### src/iwcd_pkg.sv
/*
  Shared definitions for the instruction word cycle decoder: opcode
  classes, operand field positions, range limits, extra-cycle counts,
  state encoding and the packed carriers between the files.
  Assumes 24-bit program words with the opcode class in the top byte.
*/
package iwcd_pkg;

  ////////////////////////////////////////////////////////////////////////
  // Word geometry
  localparam int unsigned WORD_W = 24;  // Program word width
  localparam int unsigned INSN_W = 48;  // Double-word instruction width
  localparam int unsigned OPC_LSB = 16; // Opcode class, low bit
  localparam int unsigned OPC_W = 8;    // Opcode class width
  localparam logic [OPC_W-1:0] EXT_UPPER = 8'h00; // Upper byte of word two
  localparam logic [WORD_W-1:0] WORD_ZERO = 24'h000000; // Absent word two

  ////////////////////////////////////////////////////////////////////////
  // Opcode classes
  localparam logic [OPC_W-1:0] OPC_NOP = 8'h00;      // Also lone word two
  localparam logic [OPC_W-1:0] OPC_CALL = 8'h02;     // Double-word call
  localparam logic [OPC_W-1:0] OPC_GOTO = 8'h04;     // Double-word jump
  localparam logic [OPC_W-1:0] OPC_BRA_COND = 8'h30; // Conditional branch
  localparam logic [OPC_W-1:0] OPC_BRA = 8'h37;      // Unconditional branch
  localparam logic [OPC_W-1:0] OPC_WIN_RD = 8'h80;   // Program space read
  localparam logic [OPC_W-1:0] OPC_SKIP = 8'ha4;     // Test and skip
  localparam logic [OPC_W-1:0] OPC_TBLRD = 8'hba;    // Table read
  localparam logic [OPC_W-1:0] OPC_MOVD = 8'hbe;     // Double-word move

  ////////////////////////////////////////////////////////////////////////
  // Extra no-operation cycles
  localparam int unsigned CNT_W = 2;
  localparam logic [CNT_W-1:0] EXTRA_NONE = 2'h0;
  localparam logic [CNT_W-1:0] EXTRA_PC = 2'h1;
  localparam logic [CNT_W-1:0] EXTRA_COND = 2'h1;
  localparam logic [CNT_W-1:0] EXTRA_TBL = 2'h1;
  localparam logic [CNT_W-1:0] EXTRA_WIN = 2'h1;
  localparam logic [CNT_W-1:0] EXTRA_MOVD = 2'h1;
  localparam logic [CNT_W-1:0] CNT_LAST = 2'h1;

  ////////////////////////////////////////////////////////////////////////
  // Operand fields of the first word, and address bits of word two
  localparam int unsigned REG_W = 4;       // Working register index
  localparam int unsigned IMM10_W = 10;    // Ten-bit immediates
  localparam int unsigned FREG_W = 16;     // File register field
  localparam int unsigned PADR_W = 23;     // Program address immediate
  localparam int unsigned PADR_HI_W = 7;   // Address bits in word two
  localparam int unsigned SEXT_W = 16;     // Sign-extended immediate
  localparam int unsigned BASE_LSB = 0;
  localparam int unsigned BITPOS_LSB = 12;
  localparam int unsigned IMM10_LSB = 4;
  localparam int unsigned BYTE_BIT = 14;
  localparam int unsigned ACC_BIT = 15;
  localparam int unsigned WBT_LSB = 4;
  localparam int unsigned FREG_LSB = 0;
  localparam int unsigned PADR_LO_W = 16;
  localparam logic [IMM10_W-1:0] IMM10_BYTE_MAX = 10'h0ff;
  localparam logic [FREG_W-1:0] FREG_MAX = 16'h1fff;
  localparam logic [1:0] WBT_DIRECT = 2'h0;  // W13 itself
  localparam logic [1:0] WBT_POSTINC = 2'h1; // [W13] then add step
  localparam logic [REG_W-1:0] WBT_REG = 4'hd;
  localparam logic [1:0] WBT_STEP = 2'h2;

  ////////////////////////////////////////////////////////////////////////
  // Types
  typedef enum logic [2:0] {
    ST_FETCH = 3'h0, // Taking a new word
    ST_EXT   = 3'h1, // Taking the extension word
    ST_NOP   = 3'h3, // Issuing filler cycles
    ST_SKIP  = 3'h2, // Discarding a skipped word
    ST_SKEXT = 3'h6  // Discarding a skipped extension
  } iwcd_fsm_t;

  typedef struct packed {
    logic [REG_W-1:0] base_working_reg;
    logic [REG_W-1:0] bit_position_field;
    logic [IMM10_W-1:0] ten_bit_unsigned_imm;
    logic byte_mode;
    logic [SEXT_W-1:0] signed_ten_bit_imm;
    logic [PADR_W-1:0] program_address_imm;
    logic [FREG_W-1:0] file_reg_addr;
    logic acc_sel_b;
    logic [REG_W-1:0] accumulator_writeback_target;
    logic wbt_indirect;
    logic [1:0] wbt_step;
  } iwcd_fields_t;

  typedef struct packed {
    logic ext_not_zero; // Word two upper byte not clear
    logic imm_range;    // Byte immediate above limit
    logic addr_lsb;     // Odd program address
    logic freg_range;   // File address outside data space
    logic wbt_code;     // Unknown write-back code
  } iwcd_errs_t;

  typedef struct packed {
    logic exec;  // Instruction executes this cycle
    logic nop;   // Filler cycle
    logic dbl;   // Executed instruction is double-word
    logic [INSN_W-1:0] insn;
    iwcd_fields_t f;
    iwcd_errs_t e;
  } iwcd_issue_t;

  typedef struct packed {
    iwcd_fsm_t fsm;
    logic [WORD_W-1:0] first;
    logic [CNT_W-1:0] cnt;
    iwcd_issue_t iss;
  } iwcd_regs_t;

  // Opcode classes that take a second word
  function automatic logic iwcd_is_dw(input logic [OPC_W-1:0] op);
    return (op == OPC_GOTO) || (op == OPC_CALL);
  endfunction : iwcd_is_dw

endpackage : iwcd_pkg

### src/iwcd_field_check.sv
/*
  Operand field extractor and range checker for one candidate
  instruction. Purely combinational; the caller registers the result.
  Assumes the instruction is given as first word over second word.
*/
`timescale 1ns/1ns
`default_nettype none
module iwcd_field_check
  import iwcd_pkg::*;
(
  input wire logic [INSN_W-1:0] insn_i,
  input wire logic dbl_i,
  output iwcd_fields_t fields_o,
  output iwcd_errs_t errs_o
);

  logic [WORD_W-1:0] w1; // First word
  logic [WORD_W-1:0] w2; // Second word
  assign w1 = insn_i[INSN_W-1:WORD_W];
  assign w2 = insn_i[WORD_W-1:0];

  //////////////////////////////////////////////////////////////////////////
  // Field split and checks
  always_comb begin
    fields_o = '0;
    errs_o = '0;
    fields_o.base_working_reg = w1[BASE_LSB +: REG_W];
    fields_o.bit_position_field = w1[BITPOS_LSB +: REG_W];
    fields_o.ten_bit_unsigned_imm = w1[IMM10_LSB +: IMM10_W];
    fields_o.byte_mode = w1[BYTE_BIT];
    // Two's complement sign extension
    fields_o.signed_ten_bit_imm = {{(SEXT_W-IMM10_W){w1[IMM10_LSB+IMM10_W-1]}},
                                   w1[IMM10_LSB +: IMM10_W]};
    fields_o.program_address_imm = {w2[0 +: PADR_HI_W], w1[0 +: PADR_LO_W]};
    fields_o.file_reg_addr = w1[FREG_LSB +: FREG_W];
    fields_o.acc_sel_b = w1[ACC_BIT];
    // Write-back target is W13 or [W13] with post-increment
    case (w1[WBT_LSB +: 2])
      WBT_DIRECT: begin
        fields_o.accumulator_writeback_target = WBT_REG;
      end
      WBT_POSTINC: begin
        fields_o.accumulator_writeback_target = WBT_REG;
        fields_o.wbt_indirect = 1'b1;
        fields_o.wbt_step = WBT_STEP;
      end
      default: begin
        errs_o.wbt_code = 1'b1;
      end
    endcase
    // Upper byte of word two must be clear
    errs_o.ext_not_zero = dbl_i && (w2[OPC_LSB +: OPC_W] != EXT_UPPER);
    // Byte mode limits the ten-bit immediate
    errs_o.imm_range = w1[BYTE_BIT] &&
                       (w1[IMM10_LSB +: IMM10_W] > IMM10_BYTE_MAX);
    // Program addresses are even
    errs_o.addr_lsb = dbl_i && w1[0];
    // File register operand stays in data space
    errs_o.freg_range = w1[FREG_LSB +: FREG_W] > FREG_MAX;
  end

endmodule : iwcd_field_check
`default_nettype wire

### src/iwcd_decoder.sv
/*
  Instruction word cycle decoder: takes program words, joins double-word
  instructions, issues one execute cycle per instruction and inserts
  filler no-operation cycles for branches, reads, skips and moves.
  Assumes words and the datapath answers cond_true_i and skip_take_i
  come from logic on the same clock, valid in the cycle a word is taken.
*/
// Functional notes
// - Double-word is 48 bits, upper byte zero
// - Lone second word executes as no-operation
// - Double-word instructions take exactly two cycles
// - Single-word one cycle unless branch, read, move or taken skip
// - Extra cycles are issued as no-operations
// - Taken skip costs two or three cycles
// - Double-word move takes two cycles
// - Bit position is four bits, 0 to 15
// - Ten-bit immediate limited in byte mode
// - Program address immediate is always even
// - File register address up to 0x1FFF
// - Write-back target W13 or post-incremented [W13]
// - Signed ten-bit immediate spans -512 to 511
// - Accumulator field picks A or B
// - Base register field picks W0 to W15
`timescale 1ns/1ns
`default_nettype none
module iwcd_decoder
  import iwcd_pkg::*;
#(
  parameter logic [CNT_W-1:0] PC_EXTRA = EXTRA_PC // Filler cycles after an unconditional branch
) (
  input wire logic ref_clk_i,
  input wire logic arst_n_i,
  input wire logic fw_valid_i,
  input wire logic [WORD_W-1:0] fw_word_i,
  input wire logic cond_true_i,
  input wire logic skip_take_i,
  output logic fw_ready_o,
  output iwcd_issue_t iss_o
);

  //////////////////////////////////////////////////////////////////////////
  // Elaboration check
  if (PC_EXTRA == EXTRA_NONE) begin : g_bad_pc_extra
    $error("PC_EXTRA must be at least one cycle");
  end

  //////////////////////////////////////////////////////////////////////////
  // State and helper nets
  iwcd_regs_t q; // All state
  iwcd_regs_t d; // Next state
  logic take; // Word accepted this cycle
  logic [OPC_W-1:0] op; // Opcode class of the offered word
  logic [INSN_W-1:0] cand; // Candidate instruction for field checks
  logic cand_dbl; // Candidate is a joined double-word
  logic [CNT_W-1:0] extra; // Filler cycles for the offered word
  iwcd_fields_t cand_f; // Decoded candidate fields
  iwcd_errs_t cand_e; // Candidate range errors

  // Words are refused only while filler cycles run
  assign fw_ready_o = (q.fsm != ST_NOP);
  assign take = fw_valid_i && fw_ready_o;
  assign op = fw_word_i[OPC_LSB +: OPC_W];
  assign iss_o = q.iss;

  // Join the held first word with the extension when one is due
  assign cand_dbl = (q.fsm == ST_EXT);
  assign cand = cand_dbl ? {q.first, fw_word_i} : {fw_word_i, WORD_ZERO};

  //////////////////////////////////////////////////////////////////////////
  // Operand fields
  iwcd_field_check u_fields (
    .insn_i(cand),
    .dbl_i(cand_dbl),
    .fields_o(cand_f),
    .errs_o(cand_e)
  );

  //////////////////////////////////////////////////////////////////////////
  // Filler cycle count per opcode class
  always_comb begin
    extra = EXTRA_NONE;
    case (op)
      // Taken condition adds one cycle
      OPC_BRA_COND: begin
        extra = cond_true_i ? EXTRA_COND : EXTRA_NONE;
      end
      // Program counter change
      OPC_BRA: begin
        extra = PC_EXTRA;
      end
      // Table read
      OPC_TBLRD: begin
        extra = EXTRA_TBL;
      end
      // Program space window read
      OPC_WIN_RD: begin
        extra = EXTRA_WIN;
      end
      // Double-word move spends two cycles
      OPC_MOVD: begin
        extra = EXTRA_MOVD;
      end
      default: begin
        extra = EXTRA_NONE;
      end
    endcase
  end

  //////////////////////////////////////////////////////////////////////////
  // Sequencer next state
  always_comb begin
    d = q;
    d.iss.exec = 1'b0;
    d.iss.nop = 1'b0;
    case (q.fsm)
      // New word: classify and dispatch
      ST_FETCH: begin
        if (take) begin
          if (op == OPC_NOP) begin
            // Lone extension word does nothing
            d.iss.nop = 1'b1;
          end else if (iwcd_is_dw(op)) begin
            // Hold the first word, spend cycle one fetching
            d.first = fw_word_i;
            d.iss.nop = 1'b1;
            d.fsm = ST_EXT;
          end else begin
            // Single-word executes now
            d.iss.exec = 1'b1;
            d.iss.dbl = 1'b0;
            d.iss.insn = cand;
            d.iss.f = cand_f;
            d.iss.e = cand_e;
            if ((op == OPC_SKIP) && skip_take_i) begin
              d.fsm = ST_SKIP;
            end else if (extra != EXTRA_NONE) begin
              d.cnt = extra;
              d.fsm = ST_NOP;
            end
          end
        end
      end
      // Extension arrives: execute the joined 48 bits
      ST_EXT: begin
        if (take) begin
          d.iss.exec = 1'b1;
          d.iss.dbl = 1'b1;
          d.iss.insn = cand;
          d.iss.f = cand_f;
          d.iss.e = cand_e;
          d.fsm = ST_FETCH;
        end
      end
      // Filler cycles, fetch held off
      ST_NOP: begin
        d.iss.nop = 1'b1;
        d.cnt = q.cnt - CNT_LAST;
        if (q.cnt == CNT_LAST) begin
          d.fsm = ST_FETCH;
        end
      end
      // Skipped word becomes a filler cycle
      ST_SKIP: begin
        if (take) begin
          d.iss.nop = 1'b1;
          d.fsm = iwcd_is_dw(op) ? ST_SKEXT : ST_FETCH;
        end
      end
      // Skipped extension costs one more filler
      ST_SKEXT: begin
        if (take) begin
          d.iss.nop = 1'b1;
          d.fsm = ST_FETCH;
        end
      end
      default: begin
        d.fsm = ST_FETCH;
      end
    endcase
  end

  //////////////////////////////////////////////////////////////////////////
  // State register
  always_ff @(posedge ref_clk_i or negedge arst_n_i) begin
    if (!arst_n_i) begin
      q <= '0;
    end else begin
      q <= d;
    end
  end

  logic dw_take; // Double-word first word taken in fetch
  assign dw_take = (q.fsm == ST_FETCH) && take && iwcd_is_dw(op);
endmodule : iwcd_decoder
`default_nettype wire

### config.mk
export PLATFORM = sky130hd
export DESIGN_NAME = iwcd_decoder
export DESIGN_NICKNAME = d
export VERILOG_FILES = /design/src/iwcd_pkg.sv /design/src/iwcd_field_check.sv /design/src/iwcd_decoder.sv
export SDC_FILE = /design/constraint.sdc
export NUM_CORES = 1
export LEC_CHECK = 0
export BUFFER_PORTS_ARGS = -buffer_cell sky130_fd_sc_hd__buf_2
export CORE_ASPECT_RATIO = 0.7
export CORE_MARGIN = 8
export CORE_UTILIZATION = 45
export CTS_BUF_LIST = sky130_fd_sc_hd__clkbuf_16
export DETAILED_ROUTE_END_ITERATION = 10
export PLACE_DENSITY = 0.74
export RECOVER_POWER = 50
export SLEW_MARGIN = 20
export SYNTH_ARGS = -nofsm -noshare
export SYNTH_HDL_FRONTEND = slang
export SYNTH_SLANG_ARGS = --single-unit
### constraint.sdc
create_clock -name ref_clk_i -period 3.2 [get_ports ref_clk_i]
set_clock_uncertainty 0.2 [all_clocks]
set_input_delay 0 -clock ref_clk_i [delete_from_list [all_inputs] [get_ports ref_clk_i]]
set_output_delay 0 -clock ref_clk_i [all_outputs]
set_load 0.03 [all_outputs]
==> flow_summary.toml, run 1 <==
[route]
wl_per_cell_microns = 17.2
final_antenna_net_count = 0
vias = 3199
drt_wl_total_microns = 10700
drc = 0
viasPerCell = 5.13
detail_route.first_pass.iterations = 5
drtIter0Drc = 224

[logic_synthesis]
yosysUniqueCellTypes = 52
synth_top_family_by_area = "buffers and inverters"
synthMuxAreaShare = 0.0492
ys.flop_type = "dfrtp_1"
ys_seq_elements = 87
synth_fa_ha_area_frac = 0.00265
synth_area_sq_um = 4730
synth_compound_area_frac = 0.130
netlist_instances = 440
synth-simple-area-share = 0.0831
synth_top_area_frac = 0.461
seq_area_frac_synth = 0.461
async_reset_ff_frac = 1.00
synth_xor_area_frac = 0.00185
synth_edf_count = 0
yosys_warnings = 0
syn_area_per_cell_sq_um = 10.7
synth.area.top_cells = "dfrtp_1, buf_4, mux2_2"
synth.largest_area_cell = "dfrtp_1"

[finish]
layoutNonFillerInstCount = 623
multi_input_area_sq_um = 1270
stdcell_area_sq_um = 5020
n_antenna_cell = 0
nFillCells = 975
layout_common_cells = "clkbuf_1, dfrtp_1, buf_2"
drive_gt1_frac = 0.246
area_growth_pct = 6.25
final_common_cell = "clkbuf_1"
post-route-util = 0.489
register_area_sq_um = 2180
nNetsFinal = 516

[die]
initial_core_util = 0.460
dieArea_sq_um = 14100
die_y_microns = 102
coreArea_sq_um = 10300
die_w_microns = 139
ios = 168
rows = 31

[min_path]
worstHoldPathType = "primary input to register"
min_to = "q[164]"
min_path_cells = 5
hold_start = "cond_true_i"

[timing]
period_share = 0.766
drv_slew = 63
finalHoldViolCount = 0
rsz0062_at_grt = "false"
finalSetupViolCount = 0
relSlewSlack = -0.0340
fin_crit_ps = 2450
timing.final.ws_setup_ps = 748
fmax_mhz = 408
tightest_slew_ps = 1550
setup_tns_ps = 0
timing.hold.ws_ps = 125

[grt]
grt_max_degree = 63
grt_overflow = 0
antenna_found_initial = 0
globalRouteTotalUtil = 0.152
grt_pass1_vias = 3268
grt_pass1_wl_microns = 17300

[setup_path]
required_ps = 3210
cp-start-kind = "primary input"
rrSetupSlack_ps = 890
r2r-start = "q[165]"
reg2reg_depth = 5
max_stage_delay_ps = 550
r2r-end = "iss_o[130]"
arrival_ps = 2460
path_max_fanout = 15
cp-end-kind = "register"
path_cells = "dlygate4sd3_1 -> buf_2 -> nor4_2 -> nand3_2 -> and3_1 -> buf_4 -> a222oi_1 -> inv_1"
path_class = "primary input to register"
crit_slowest_cell = "dlygate4sd3_1"

[placement]
gp_congestion = 0.800
place_area_sq_um = 4570
pre_cts_ws_ps = 930
hpwl_microns = 7570
place_inst = 581
port_buffers = 165

[cts]
path_clk_slew_ps = 60
cts-root-buf = "clkbuf_16"
h-tree-depth = 3
clock_latency_ps = 330
cts_tree = "built"
cts_resized = 0
cts_buffers = 9
clockBufferDepth = 2
post-cts-setup-buffer-count = 0
cts.sinks = 87
postCtsHoldBufs = 26

[run_status]
outcome = "complete, but fails checks"
violations = "capacitance limit, slew limit"

[power]
power_density_nw_per_um2 = 589
finalPower_mw = 2.96
vdd_drop_max_mv = 0.295
leakage_nw = 2.47

[job]
max_cap_viol_count = 1
[worst max-delay path: cells and delay by family]
family / cells / cell delay, ps
simple gates: 3 / 1090
compound gates: 1 / 280
buf+inv: 4 / 1080
[worst max-delay path by stage]
| stage | from | endpoint | slack (ps) | cells past startpoint |
|---|---|---|---|---|
| after floorplan | q[166] | q[139] | 1240 | 7 |
| after global placement | q[164] | iss_o[0] | 1010 | 5 |
| after detailed placement | q[164] | iss_o[0] | 930 | 5 |
| after CTS | fw_word_i[16] | iss_o[130] | 760 | 8 |
| after global routing | fw_word_i[22] | iss_o[133] | 630 | 8 |
| final | fw_word_i[16] | iss_o[130] | 750 | 8 |
[final cells by class]
type / count / area share
multi-input combinational: 168 / 0.253
timing repair buffer: 196 / 0.200
tap: 132 / 0.0329
clock buffer: 9 / 0.0448
clock inverter: 7 / 0.0174
sequential: 87 / 0.433
inverter: 24 / 0.0179
[report_power, final]
| group | internal, mW | switching, mW | total [mW] |
|---|---|---|---|
| Sequential | 1.17 | 0.0596 | 1.23 |
| Combinational | 0.167 | 0.473 | 0.640 |
| Clock | 0.677 | 0.413 | 1.09 |
| Total | 2.01 | 0.946 | 2.96 |
[synth_stat cells (2+ instances only)]
| master | count |
|---|---|
| a222oi_1 | 18 |
| a22o_1 | 23 |
| a31oi_1 | 5 |
| and2_1 | 6 |
| and3_1 | 2 |
| buf_2 | 7 |
| buf_4 | 141 |
| buf_6 | 4 |
| clkbuf_1 | 7 |
| dfrtp_1 | 87 |
| inv_1 | 23 |
| mux2_2 | 18 |
| mux2i_1 | 3 |
| nand2_1 | 21 |
| nand2b_1 | 3 |
| nand3_1 | 5 |
| nor2_1 | 8 |
| nor3_1 | 5 |
| nor3b_1 | 4 |
| nor4_1 | 3 |
| o21a_1 | 2 |
| o21ai_0 | 14 |
| o41ai_1 | 2 |
[flip-flops by register name, summed over array words and instances, names as in the netlist]
register and flops:
q 29, iss_o 58
[logic make-up (layout without fill, tap and decap cells)]
group,count (synthesis),after routing
buffers and inverters,186,236
DFF,87,87
AOI/OAI and AO/OA,74,74
and+or+nand+nor,69,69
muxes,21,21
adders and majority gates,1,1
other,1,2
xor gates and xnor gates,1,1
[per-layer routing]
| layer | GRT usage | wire length [microns] |
|---|---|---|
| met2 | 0.248 | 5050 |
| met5 | 0 | 0 |
| met4 | 0.0399 | 87 |
| met1 | 0.180 | 4510 |
| met3 | 0.0679 | 1060 |
(Power assumes the default switching activity.)
==> run 2, diff against run 1 <==
--- a/config.mk
+++ b/config.mk
@@ -11,7 +11,7 @@
 export CORE_UTILIZATION = 45
 export CTS_BUF_LIST = sky130_fd_sc_hd__clkbuf_16
 export DETAILED_ROUTE_END_ITERATION = 10
-export PLACE_DENSITY = 0.74
+export PLACE_DENSITY = 0.77
 export RECOVER_POWER = 50
 export SLEW_MARGIN = 20
 export SYNTH_ARGS = -nofsm -noshare
==> constraint.sdc (replaced) <==
create_clock -name ref_clk_i -period 2.1 [get_ports ref_clk_i]
set_clock_uncertainty 0.2 [all_clocks]
set_input_delay 0 -clock ref_clk_i [delete_from_list [all_inputs] [get_ports ref_clk_i]]
set_output_delay 0 -clock ref_clk_i [all_outputs]
set_load 0.03 [all_outputs]
==> run 2 against run 1 <==
Against the previous run: the flow now finishes without violations; final cell count rose by 2.1%; critical endpoint is now q[139]; sequential power rose by 52%; setup slack got worse by 630 ps; largest cell class unchanged; critical path depth fell by 1.
==> flow_summary.toml, run 2 (same netlist as run 1, synthesis figures left out) <==
[power]
leakage_nw = 2.46
power_density_nw_per_um2 = 845
finalPower_mw = 4.39
vdd_drop_max_mv = 0.363

[setup_path]
required_ps = 2120
path_class = "primary input to register"
cp-start-kind = "primary input"
path_max_fanout = 6
cp-end-kind = "register"
arrival_ps = 2000
max_stage_delay_ps = 560
path_cells = "dlygate4sd3_1 -> buf_2 -> inv_1 -> or4_1 -> a211oi_4 -> nor3_1 -> a221o_1"
crit_slowest_cell = "or4_1"

[die]
dieArea_sq_um = 14100
coreArea_sq_um = 10300
die_w_microns = 139
ios = 168
rows = 31
initial_core_util = 0.460
die_y_microns = 102

[finish]
final_common_cell = "clkbuf_1"
nNetsFinal = 531
n_antenna_cell = 0
layoutNonFillerInstCount = 636
nFillCells = 993
drive_gt1_frac = 0.208
largest_reg_flops = 58
post-route-util = 0.505
layout_common_cells = "clkbuf_1, dfrtp_1, buf_2"
area_growth_pct = 9.85

[cts]
cts.sinks = 87
clock_latency_ps = 330
cts_tree = "built"
path_clk_slew_ps = 60
h-tree-depth = 3
cts_buffers = 9
cts-root-buf = "clkbuf_16"
clockBufferDepth = 2

[timing]
fin_crit_ps = 1980
fmax_mhz = 504
rsz0062_at_grt = "false"
drv_slew = 0
setup_tns_ps = 0
tightest_slew_ps = 836
relSlewSlack = 0.443
finalHoldViolCount = 0
period_share = 0.944
timing.hold.ws_ps = 78.6
finalSetupViolCount = 0

[grt]
grt_pass1_wl_microns = 17700
grt_overflow = 0
antenna_found_initial = 0
grt_pass1_vias = 3285
globalRouteTotalUtil = 0.156
grt_max_degree = 54

[placement]
place_inst = 590
gp_congestion = 0.783
port_buffers = 165
hpwl_microns = 7820

[route]
detail_route.first_pass.iterations = 5
viasPerCell = 5.11
vias = 3252
final_antenna_net_count = 0
drc = 0
drtIter0Drc = 186
wl_per_cell_microns = 18.2
drt_wl_total_microns = 11600

[job]
max_cap_viol_count = 0

[run_status]
outcome = "finished clean"

[min_path]
worstHoldPathType = "primary input to register"
## run 2: cell count changes in the layout (fill, tap and decap cells not counted), sizes merged
cell / before / now
bufinv: 2 / 1
clkinv: 4 / 3
buf: 74 / 58
clkbuf: 105 / 133
nand3: 7 / 8
dlygate4sd3: 26 / 28
## run 2: area by class of cell
| cell class | instances | area (sq um) | share of cell area |
|---|---|---|---|
| sequential | 87 | 2180 | 0.419 |
| multi-input combinational | 169 | 1310 | 0.253 |
| timing repair buffer | 210 | 1170 | 0.226 |
| clock buffer | 9 | 225 | 0.0434 |
| tap | 132 | 165 | 0.0318 |
| inverter | 24 | 90.1 | 0.0173 |
| clock inverter | 5 | 51.3 | 0.00988 |
## run 2: path summary, 6_finish.rpt
path / end / slack (ps) / cells after the start / from
setup / recovery: q[139] / 120 / 7 / fw_word_i[16]
hold / removal: q[138] / 80 / 5 / fw_word_i[22]
max in group asynchronous: iss_o[135] / 330 / 4 / arst_n_i
min in group asynchronous: q[145] / 620 / 3 / arst_n_i
hold reg to reg: iss_o[105] / 270 / 2 / iss_o[105]
setup reg to reg: q[149] / 180 / 3 / q[165]
## run 2: metal layers
layer | part of all wire | global-route usage | wire length, microns
met5 | 0 | 0 | 0
met4 | 0.0062 | 0.0424 | 72
met2 | 0.46 | 0.249 | 5340
met1 | 0.45 | 0.192 | 5230
met3 | 0.080 | 0.0642 | 920
## run 2: stage by stage
| step | area [sq um] | setup slack [ps] |
|---|---|---|
| 2_1_floorplan | 4730 | 140 |
| 3_3_place_gp | 4690 | 245 |
| 3_5_place_dp | 4690 | 182 |
| 4_1_cts | 5270 | 25.3 |
| 5_1_grt | 5190 | 11.6 |
| 6_report | 5190 | 117 |
## run 2: critical path: cells and delay by family
family / cells / cell delay, ps
simple gates: 2 / 660
buf+inv: 3 / 760
compound gates: 2 / 580
## run 2: timing repair
action,CTS,global route
hold buffers,29,0
gates resized for setup,0,5
endpoints found under the hold margin,164,0
setup endpoints to repair,0,55
setup buffers,0,1
## run 2: report_power, final
group | switching (mW) | internal [mW] | leakage (nW)
combinational | 0.742 | 0.269 | 1.18
sequential | 0.0926 | 1.78 | 1.15
clock | 0.606 | 0.899 | 0.135
